<file path="src/fpec_regs.vh">
`ifndef FPEC_REGS_VH
`define FPEC_REGS_VH
// special-function register offsets
`define FPEC_SECT_HIGH_ADDR 8'hfa
`define FPEC_SECT_MID_ADDR  8'hfb
`define FPEC_SECT_LOW_ADDR  8'hfc
`define FPEC_KEY_ADDR       8'hfd
`define FPEC_CTRL_ADDR      8'hfe
// reset values
`define FPEC_REG_RESET      8'h00
// key pattern
`define FPEC_KEY_ARMED      8'ha5
// operation_control fields
`define FPEC_BUSY_BIT       7
`define FPEC_OP_MSB         2
`define FPEC_OP_CLEAR_BUF   3'h1
`define FPEC_OP_ERASE       3'h2
`define FPEC_OP_WRITE       3'h3
`define FPEC_OP_HARD_LOCK   3'h4
// page buffer window in external data space
`define FPEC_PBUF_BASE_HI   10'h200
`define FPEC_PBUF_BYTES     64
// protected region
`define FPEC_PROT_LOW       16'h0100
`define FPEC_PROT_TOP_00    16'h0fff
`define FPEC_PROT_TOP_01    16'h07ff
`define FPEC_PROT_TOP_10    16'h03ff
`define FPEC_PROT_TOP_11    16'h01ff
// timing
`define FPEC_OP_TIME_NS     1000
`define FPEC_CLK_PERIOD_NS  10
`endif

</file>
<file path="src/fpec_page_buffer.v">
`timescale 1ns/1ns
module fpec_page_buffer #(
  parameter DEPTH = 64,
  parameter AW    = 6
) (
  // clock and reset
  input  wire          core_clk,
  input  wire          nrst,
  // control
  input  wire          clear_all,
  input  wire          wr_en,
  input  wire [AW-1:0] wr_idx,
  input  wire [7:0]    wr_data,
  // contents
  output wire [DEPTH*8-1:0] data_flat,
  output wire [DEPTH-1:0]   loaded_flat
);
  genvar g;
  generate
    for (g = 0; g < DEPTH; g = g + 1) begin : g_byte
      reg [7:0] byte_r;
      reg       loaded_r;
      always @(posedge core_clk or negedge nrst) begin
        if (!nrst) begin
          byte_r   <= 8'h00;
          loaded_r <= 1'b0;
        end else if (clear_all) begin
          byte_r   <= 8'h00;
          loaded_r <= 1'b0;
        end else if (wr_en && wr_idx == g) begin
          byte_r   <= wr_data;
          loaded_r <= 1'b1;
        end
      end
      assign data_flat[g*8 +: 8] = byte_r;
      assign loaded_flat[g]      = loaded_r;
    end
  endgenerate
endmodule

</file>
<file path="src/fpec_ctrl.v">
`timescale 1ns/1ns
`include "fpec_regs.vh"
// Behaviour
// - control registers accept writes only while programming mode is on
// - key counts as armed only when it holds 10100101
// - key returns to zero when any nonzero select is written while idle
// - select 001 clears all 64 buffer bytes, key not needed
// - select 010 with armed key erases the addressed sector
// - select 011 with armed key programs sector from page buffer
// - select 100 with armed key performs hard lock
// - other selects start no operation; select field self-clears after operation
// - cpu stalled and interrupts forced off while operation runs
// - bit 7 busy flag reads 1 while busy, writes ignored
// - sector address from 4-bit high plus middle and low bytes
// - enabled protection refuses erase or program inside region
// - two-bit option sets protected region top address
// - 64-byte page buffer written via external data at 0x8000
// - only loaded buffer bytes change matching sector bytes
// - code reads return flash contents without key or mode
// - protection option bit 1 enables region, 0 leaves it erasable
module fpec_ctrl #(
  parameter DEPTH  = `FPEC_PBUF_BYTES,
  parameter AW     = 6,
  parameter OP_CYC = (`FPEC_OP_TIME_NS + `FPEC_CLK_PERIOD_NS - 1)
                     / `FPEC_CLK_PERIOD_NS
) (
  // clock and reset
  input  wire        core_clk,
  input  wire        nrst,
  // special-function register port
  input  wire        prog_mode,
  input  wire        sfr_wr,
  input  wire        sfr_rd,
  input  wire [7:0]  sfr_addr,
  input  wire [7:0]  sfr_wdata,
  output reg  [7:0]  sfr_rdata,
  // external data writes
  input  wire        xdata_wr,
  input  wire [15:0] xdata_addr,
  input  wire [7:0]  xdata_wdata,
  // code reads
  input  wire        code_rd,
  input  wire [15:0] code_addr,
  output reg  [7:0]  code_rdata,
  // configuration option
  input  wire        protect_region_enable,
  input  wire [1:0]  protect_size_sel,
  // cpu control
  output reg         cpu_stall,
  output reg         global_interrupt_block,
  // flash array port
  output reg         flash_erase,
  output reg         flash_write,
  output reg         flash_hard_lock,
  output reg         flash_refused,
  output reg  [19:0] flash_sector_addr,
  output reg  [DEPTH*8-1:0] flash_wdata,
  output reg  [DEPTH-1:0]   flash_byte_en,
  input  wire        flash_done,
  input  wire [7:0]  flash_rdata
);
  localparam ST_IDLE = 2'd0;
  localparam ST_RUN  = 2'd1;
  localparam ST_WAIT = 2'd2;

  reg [3:0]  addr_high_r;
  reg [7:0]  addr_mid_r;
  reg [7:0]  addr_low_r;
  reg [7:0]  operation_key_r;
  reg [2:0]  operation_select_field_r;
  reg        operation_busy_flag_r;
  reg [1:0]  state_r;
  reg [15:0] cnt_r;
  reg        pb_clear_r;

  wire [DEPTH*8-1:0] pb_data;
  wire [DEPTH-1:0]   pb_loaded;

  wire wr_ok   = sfr_wr && prog_mode;
  wire key_ok  = (operation_key_r == `FPEC_KEY_ARMED);
  wire ctl_wr  = wr_ok && sfr_addr == `FPEC_CTRL_ADDR;
  wire [2:0] op = sfr_wdata[`FPEC_OP_MSB:0];
  wire keyed_op = ctl_wr && key_ok && state_r == ST_IDLE &&
                  (op == `FPEC_OP_ERASE || op == `FPEC_OP_WRITE ||
                   op == `FPEC_OP_HARD_LOCK);
  wire [15:0] sect_addr16 = {addr_mid_r, addr_low_r};

  // protected region top per option
  reg [15:0] prot_top;
  always @* begin
    case (protect_size_sel)
      2'b00:   prot_top = `FPEC_PROT_TOP_00;
      2'b01:   prot_top = `FPEC_PROT_TOP_01;
      2'b10:   prot_top = `FPEC_PROT_TOP_10;
      default: prot_top = `FPEC_PROT_TOP_11;
    endcase
  end
  wire in_prot = protect_region_enable && addr_high_r == 4'h0 &&
                 sect_addr16 >= `FPEC_PROT_LOW &&
                 sect_addr16 <= prot_top;

  wire pb_hit = xdata_wr &&
                xdata_addr[15:AW] == `FPEC_PBUF_BASE_HI;

  fpec_page_buffer #(
    .DEPTH (DEPTH),
    .AW    (AW)
  ) u_pbuf (
    .core_clk    (core_clk),
    .nrst        (nrst),
    .clear_all   (pb_clear_r),
    .wr_en       (pb_hit),
    .wr_idx      (xdata_addr[AW-1:0]),
    .wr_data     (xdata_wdata),
    .data_flat   (pb_data),
    .loaded_flat (pb_loaded)
  );

  // address registers
  always @(posedge core_clk or negedge nrst) begin
    if (!nrst) begin
      addr_high_r <= 4'h0;
      addr_mid_r  <= `FPEC_REG_RESET;
      addr_low_r  <= `FPEC_REG_RESET;
    end else if (wr_ok) begin
      if (sfr_addr == `FPEC_SECT_HIGH_ADDR) begin
        addr_high_r <= sfr_wdata[3:0];
      end else if (sfr_addr == `FPEC_SECT_MID_ADDR) begin
        addr_mid_r <= sfr_wdata;
      end else if (sfr_addr == `FPEC_SECT_LOW_ADDR) begin
        addr_low_r <= sfr_wdata;
      end
    end
  end

  // key register
  always @(posedge core_clk or negedge nrst) begin
    if (!nrst) begin
      operation_key_r <= `FPEC_REG_RESET;
    end else if (ctl_wr && state_r == ST_IDLE && op != 3'h0) begin
      operation_key_r <= `FPEC_REG_RESET;
    end else if (wr_ok && sfr_addr == `FPEC_KEY_ADDR) begin
      operation_key_r <= sfr_wdata;
    end
  end

  // buffer clear pulse
  always @(posedge core_clk or negedge nrst) begin
    if (!nrst) begin
      pb_clear_r <= 1'b0;
    end else begin
      pb_clear_r <= ctl_wr && state_r == ST_IDLE &&
                    op == `FPEC_OP_CLEAR_BUF;
    end
  end

  // operation sequencer
  always @(posedge core_clk or negedge nrst) begin
    if (!nrst) begin
      state_r                  <= ST_IDLE;
      cnt_r                    <= 16'h0000;
      operation_select_field_r <= 3'h0;
      operation_busy_flag_r    <= 1'b0;
      cpu_stall                <= 1'b0;
      global_interrupt_block   <= 1'b0;
      flash_erase              <= 1'b0;
      flash_write              <= 1'b0;
      flash_hard_lock          <= 1'b0;
      flash_refused            <= 1'b0;
      flash_sector_addr        <= 20'h00000;
      flash_wdata              <= {DEPTH*8{1'b0}};
      flash_byte_en            <= {DEPTH{1'b0}};
    end else begin
      flash_erase     <= 1'b0;
      flash_write     <= 1'b0;
      flash_hard_lock <= 1'b0;
      flash_refused   <= 1'b0;
      case (state_r)
        ST_IDLE: begin
          operation_select_field_r <= 3'h0;
          if (keyed_op) begin
            operation_select_field_r <= op;
            operation_busy_flag_r    <= 1'b1;
            cpu_stall                <= 1'b1;
            global_interrupt_block   <= 1'b1;
            flash_sector_addr <= {addr_high_r, sect_addr16};
            flash_wdata       <= pb_data;
            flash_byte_en     <= pb_loaded;
            cnt_r             <= OP_CYC[15:0];
            state_r           <= ST_RUN;
          end
        end
        ST_RUN: begin
          if (operation_select_field_r == `FPEC_OP_HARD_LOCK) begin
            flash_hard_lock <= 1'b1;
          end else if (in_prot) begin
            flash_refused <= 1'b1;
          end else if (operation_select_field_r == `FPEC_OP_ERASE) begin
            flash_erase <= 1'b1;
          end else begin
            flash_write <= 1'b1;
          end
          state_r <= ST_WAIT;
        end
        default: begin
          if (cnt_r != 16'h0000) begin
            cnt_r <= cnt_r - 16'h0001;
          end
          if (cnt_r == 16'h0000 || flash_done) begin
            operation_select_field_r <= 3'h0;
            operation_busy_flag_r    <= 1'b0;
            cpu_stall                <= 1'b0;
            global_interrupt_block   <= 1'b0;
            state_r                  <= ST_IDLE;
          end
        end
      endcase
    end
  end

  // register read path
  always @(posedge core_clk or negedge nrst) begin
    if (!nrst) begin
      sfr_rdata <= 8'h00;
    end else if (sfr_rd && prog_mode) begin
      if (sfr_addr == `FPEC_SECT_HIGH_ADDR) begin
        sfr_rdata <= {4'h0, addr_high_r};
      end else if (sfr_addr == `FPEC_SECT_MID_ADDR) begin
        sfr_rdata <= addr_mid_r;
      end else if (sfr_addr == `FPEC_SECT_LOW_ADDR) begin
        sfr_rdata <= addr_low_r;
      end else if (sfr_addr == `FPEC_KEY_ADDR) begin
        sfr_rdata <= operation_key_r;
      end else if (sfr_addr == `FPEC_CTRL_ADDR) begin
        sfr_rdata <= {operation_busy_flag_r, 4'h0,
                      operation_select_field_r};
      end else begin
        sfr_rdata <= 8'h00;
      end
    end else begin
      sfr_rdata <= 8'h00;
    end
  end

  // code read path
  always @(posedge core_clk or negedge nrst) begin
    if (!nrst) begin
      code_rdata <= 8'h00;
    end else if (code_rd) begin
      code_rdata <= flash_rdata;
    end
  end
endmodule

</file>
<file path="config.mk">
export PLATFORM = sky130hd
export DESIGN_NAME = fpec_ctrl
export DESIGN_NICKNAME = d
export VERILOG_FILES = /design/src/fpec_page_buffer.v /design/src/fpec_ctrl.v
export VERILOG_INCLUDE_DIRS = /design/src
export SDC_FILE = /design/constraint.sdc
export NUM_CORES = 2
export LEC_CHECK = 0
export BUFFER_PORTS_ARGS = -buffer_cell sky130_fd_sc_hd__buf_2
export CAP_MARGIN = 20
export CORE_MARGIN = 3
export CORE_UTILIZATION = 64
export CTS_BUF_LIST = sky130_fd_sc_hd__clkbuf_2
export DETAILED_ROUTE_END_ITERATION = 8
export PLACE_DENSITY = 0.9
export SLEW_MARGIN = 25
export SYNTH_ARGS = -nofsm -noshare
export SYNTH_HDL_FRONTEND = slang
export SYNTH_SLANG_ARGS = --single-unit
export TNS_END_PERCENT = 30
</file>
<file path="constraint.sdc">
create_clock -name core_clk -period 7.5 [get_ports core_clk]
set_input_delay 0.375 -clock core_clk [delete_from_list [all_inputs] [get_ports core_clk]]
set_output_delay 0.375 -clock core_clk [all_outputs]
set_load 0.03 [all_outputs]
</file>
==> results.toml <==
[clocking]
cts_tree = "built"
clkLatencyLatePin_ns = 1.48
htree_levels = 5
clock-root-buffer = "clkbuf_2"
cts_buffers = 312
cts_buffer_depth = 4
clk_pin_slew_ns = 0.12
cts_resized = 0
clock-sinks = 1243

[synthesis]
syn_area_um2 = 50300
async_flop_share_pct = 100
ys.warnings.count = 0
synth_seq_cells = 1243
yosysSeqAreaShare_pct = 61.9
synth_fp_nets = 3778
synthFlopType = "dfrtp_1"
synth.avg_cell_area_um2 = 13.6
synthCells = 3699
synth-edff-count = 0
ys_types = 58

[critical_path]
rr_startpoint = "state_r[1]$_DFFE_PN0P_"
critPathMaxFanout = 148
rr_endpoint = "flash_wdata[495]$_DFFE_PN0P_"
worstSetupPathType = "register to register"
arrival_ns = 5.44
r2r_slack_ns = 3.24
worst_setup_path_end_kind = "register"
worstPathRequired_ns = 8.68
worst-r2r-cell-count = 6
cp-start-kind = "register"

[power]
power.total_mw = 11.5
vdd_drop_max_v = 0.000153
p_leak_nw = 33.7
pwr_density_cell_nw_per_um2 = 199
comb_power_share_pct = 3.6
p_int_mw = 8.54
clockPowerShare_pct = 37.9
seqPwrFrac_pct = 58.5
p_sw_mw = 3.00
swShare_pct = 26.0

[timing]
timing.slew.headroom_pct = 24.7
fin_crit_ns = 4.26
finalCritPeriodShare_pct = 56.8
drv_slew = 0
rsz0062_at_grt = "no"
hold_slack_ns = 0.162
fin_skew_ns = 0.225
max_freq_ghz = 0.235
final-hold-violation-count = 0
setup_viol = 0
worstMarginPinSlew_ns = 1.13
finalSetupTns_ns = 0

[flow_run]
cap_violations = 0

[floorplan]
die_height_um = 286
core-area_um2 = 77600
num_io_pins = 693
die-area_um2 = 81900
rows = 102
initial_core_util_pct = 64.8
dieWidth_um = 286

[global_routing]
grt_util_all_layers_pct = 34.8
grt_max_degree = 258
antenna_found_initial = 3
overflow = 0
grt_pass1_vias = 36410
grt_pass1_wl_um = 216000

[layout]
utilization_pct = 74.8
drive_above_1_share_pct = 32.8
area_growth_syn_to_layout_pct = 15.4
final_nets = 4619
fin_area_um2 = 58000

[worst_hold_path]
hold_path.class = "input port to async pin"

[detailed_routing]
dr_total_vias = 33956
drt_iter0_drc = 2831
drt_wl_total_um = 142000
first_pass_iters = 6
drc_errors = 0
vias_per_cell = 5.87
ant_nets = 0
routedWlPerCell_um = 24.6

[placement]
placed_cell_area_um2 = 54100
gp_congestion = 0.927
dp_hpwl_um = 85000
port_buffers = 676

[status]
status = "finished, final reports clean"
-- registers in the layout, indices dropped and copies added (netlist names), 2 cells and up --
name                      cells
cnt_r                        16
flash_sector_addr            20
operation_key_r               8
addr_low_r                    8
u_pbuf.g_byte.byte_r        512
sfr_rdata                     8
addr_high_r                   4
flash_wdata                 512
operation_select_field_r      3
state_r                       2
u_pbuf.g_byte.loaded_r       64
addr_mid_r                    8
flash_byte_en                64
code_rdata                    8
-- cells in the mapped netlist, types with 3 or more instances --
| cell type | count | area share [%] |
|---|---|---|
| buf_2 | 44 | 0.44 |
| o41ai_1 | 3 | 0.052 |
| nor3_1 | 13 | 0.13 |
| nor2_1 | 25 | 0.19 |
| mux2i_1 | 525 | 10 |
| o22ai_1 | 3 | 0.037 |
| mux2_2 | 346 | 7.8 |
| a21o_1 | 3 | 0.045 |
| buf_6 | 11 | 0.25 |
| or3_1 | 9 | 0.11 |
| a22o_1 | 3 | 0.052 |
| ha_1 | 4 | 0.10 |
| and2_1 | 3 | 0.037 |
| nor2b_1 | 8 | 0.10 |
| buf_4 | 15 | 0.22 |
| or2_2 | 3 | 0.037 |
| a21oi_1 | 80 | 0.80 |
| dfrtp_1 | 1243 | 62 |
| nor3b_1 | 3 | 0.045 |
| inv_1 | 71 | 0.53 |
| buf_1 | 5 | 0.037 |
| clkbuf_1 | 235 | 1.8 |
| nor4_1 | 11 | 0.14 |
| or4_1 | 10 | 0.15 |
| a22oi_1 | 3 | 0.045 |
| mux2_1 | 217 | 4.9 |
| nand2_1 | 12 | 0.090 |
| o31ai_1 | 3 | 0.045 |
| o21ai_0 | 144 | 1.4 |
| nand2b_1 | 526 | 6.5 |
| nand4_1 | 68 | 0.85 |
| nand3b_1 | 3 | 0.045 |
| nand4b_1 | 3 | 0.052 |
| or3b_2 | 3 | 0.052 |
| nand3_1 | 10 | 0.10 |
-- cells in the final DEF, fill, tap and decap left out, types with 5 or more instances in the layout --
| cell | instances |
|---|---|
| or4_1 | 9 |
| inv_2 | 5 |
| bufinv_16 | 5 |
| mux2_2 | 346 |
| dlygate4sd3_1 | 116 |
| a21oi_1 | 80 |
| nor3_1 | 8 |
| dfrtp_1 | 1242 |
| clkinv_1 | 56 |
| nand2b_4 | 8 |
| nor4_1 | 10 |
| buf_2 | 675 |
| nor2_1 | 23 |
| clkbuf_2 | 433 |
| nand3_1 | 10 |
| buf_12 | 10 |
| o21ai_0 | 144 |
| mux2_1 | 217 |
| mux2i_1 | 525 |
| or3_1 | 9 |
| nor2b_1 | 5 |
| nand2b_1 | 518 |
| inv_1 | 71 |
| nor3_2 | 6 |
| diode_2 | 8 |
| buf_4 | 32 |
| nand4_1 | 68 |
| nand2_1 | 11 |
-- kinds of logic (layout without fill, tap and decap cells) --
family,Yosys count,count (layout),share of synthesized area [%]
multiplexers,1088,1088,23.1
AO/OA/AOI/OAI,257,257,2.76
flip-flops,1243,1243,61.9
other,0,8,0
buffers and inverters,381,1414,3.23
AND/OR/NAND/NOR,726,726,8.95
adder cells (fa/ha/maj),4,4,0.0996
-- layer usage --
layer  global-route usage [%]  vias to the layer above  part of all wire [%]
met5                        0                        -                     0
met4                     20.8                        0                   6.3
met3                     11.3                      474                   8.9
met2                     54.1                     1635                    47
met1                     42.8                    17347                    38
li1                         -                    14500                     -
-- power groups by stage --
stage                     clock, mW  combinational [mW]  sequential, mW
final                          4.37               0.418            6.76
after global routing           4.81               0.453            6.76
after CTS                      4.43               0.411            6.75
after detailed placement          0               0.362            6.89
after global placement            0               0.356            6.88
after floorplan                   0               0.108            6.89
-- how the worst max path moves through the flow --
stage,depth (start not counted),slack (ns),start,to
final,6,3.24,state_r[1]$_DFFE_PN0P_,flash_wdata[495]$_DFFE_PN0P_
after floorplan,7,5.07,state_r[1]$_DFFE_PN0P_,flash_wdata[110]$_DFFE_PN0P_
after CTS,6,3.42,state_r[1]$_DFFE_PN0P_,flash_wdata[117]$_DFFE_PN0P_
after detailed placement,7,3.30,sfr_addr[0],flash_wdata[415]$_DFFE_PN0P_
after global placement,7,3.31,sfr_addr[0],flash_wdata[399]$_DFFE_PN0P_
after global routing,6,3.17,state_r[1]$_DFFE_PN0P_,flash_wdata[495]$_DFFE_PN0P_
-- stage by stage --
| step | instances | setup WS (ns) |
|---|---|---|
| global placement | 5146 | 3.31 |
| detailed placement | 5146 | 3.30 |
| global route | 5780 | 3.17 |
| CTS | 5770 | 3.42 |
| floorplan | 3699 | 5.07 |
| finish | 5780 | 3.24 |
-- layout make-up --
type	instances	area [um^2]
well taps	1040	1300
multi-input cells	2075	17600
fillers	4694	19600
inverters	71	267
repair buffers	837	5070
diodes	8	20.0
clock inverters	73	422
flip-flops and latches	1243	31100
clock buffers	433	2170
-- what timing repair did --
item / CTS / global route
hold buffers: 118 / 0
hold endpoints to repair: 1831 / 0
setup buffers: 0 / 0
endpoints found under the setup margin: 0 / 0
-- critical path, stage by stage (launching register included) --
cell and delay, ns:
dfrtp_1 0.57, or4b_1 0.66, or4_4 0.54, nor2_4 0.17
buf_12 0.46, buf_4 0.79, mux2_2 0.41
No activity file was read; power rests on OpenSTA's default activity.
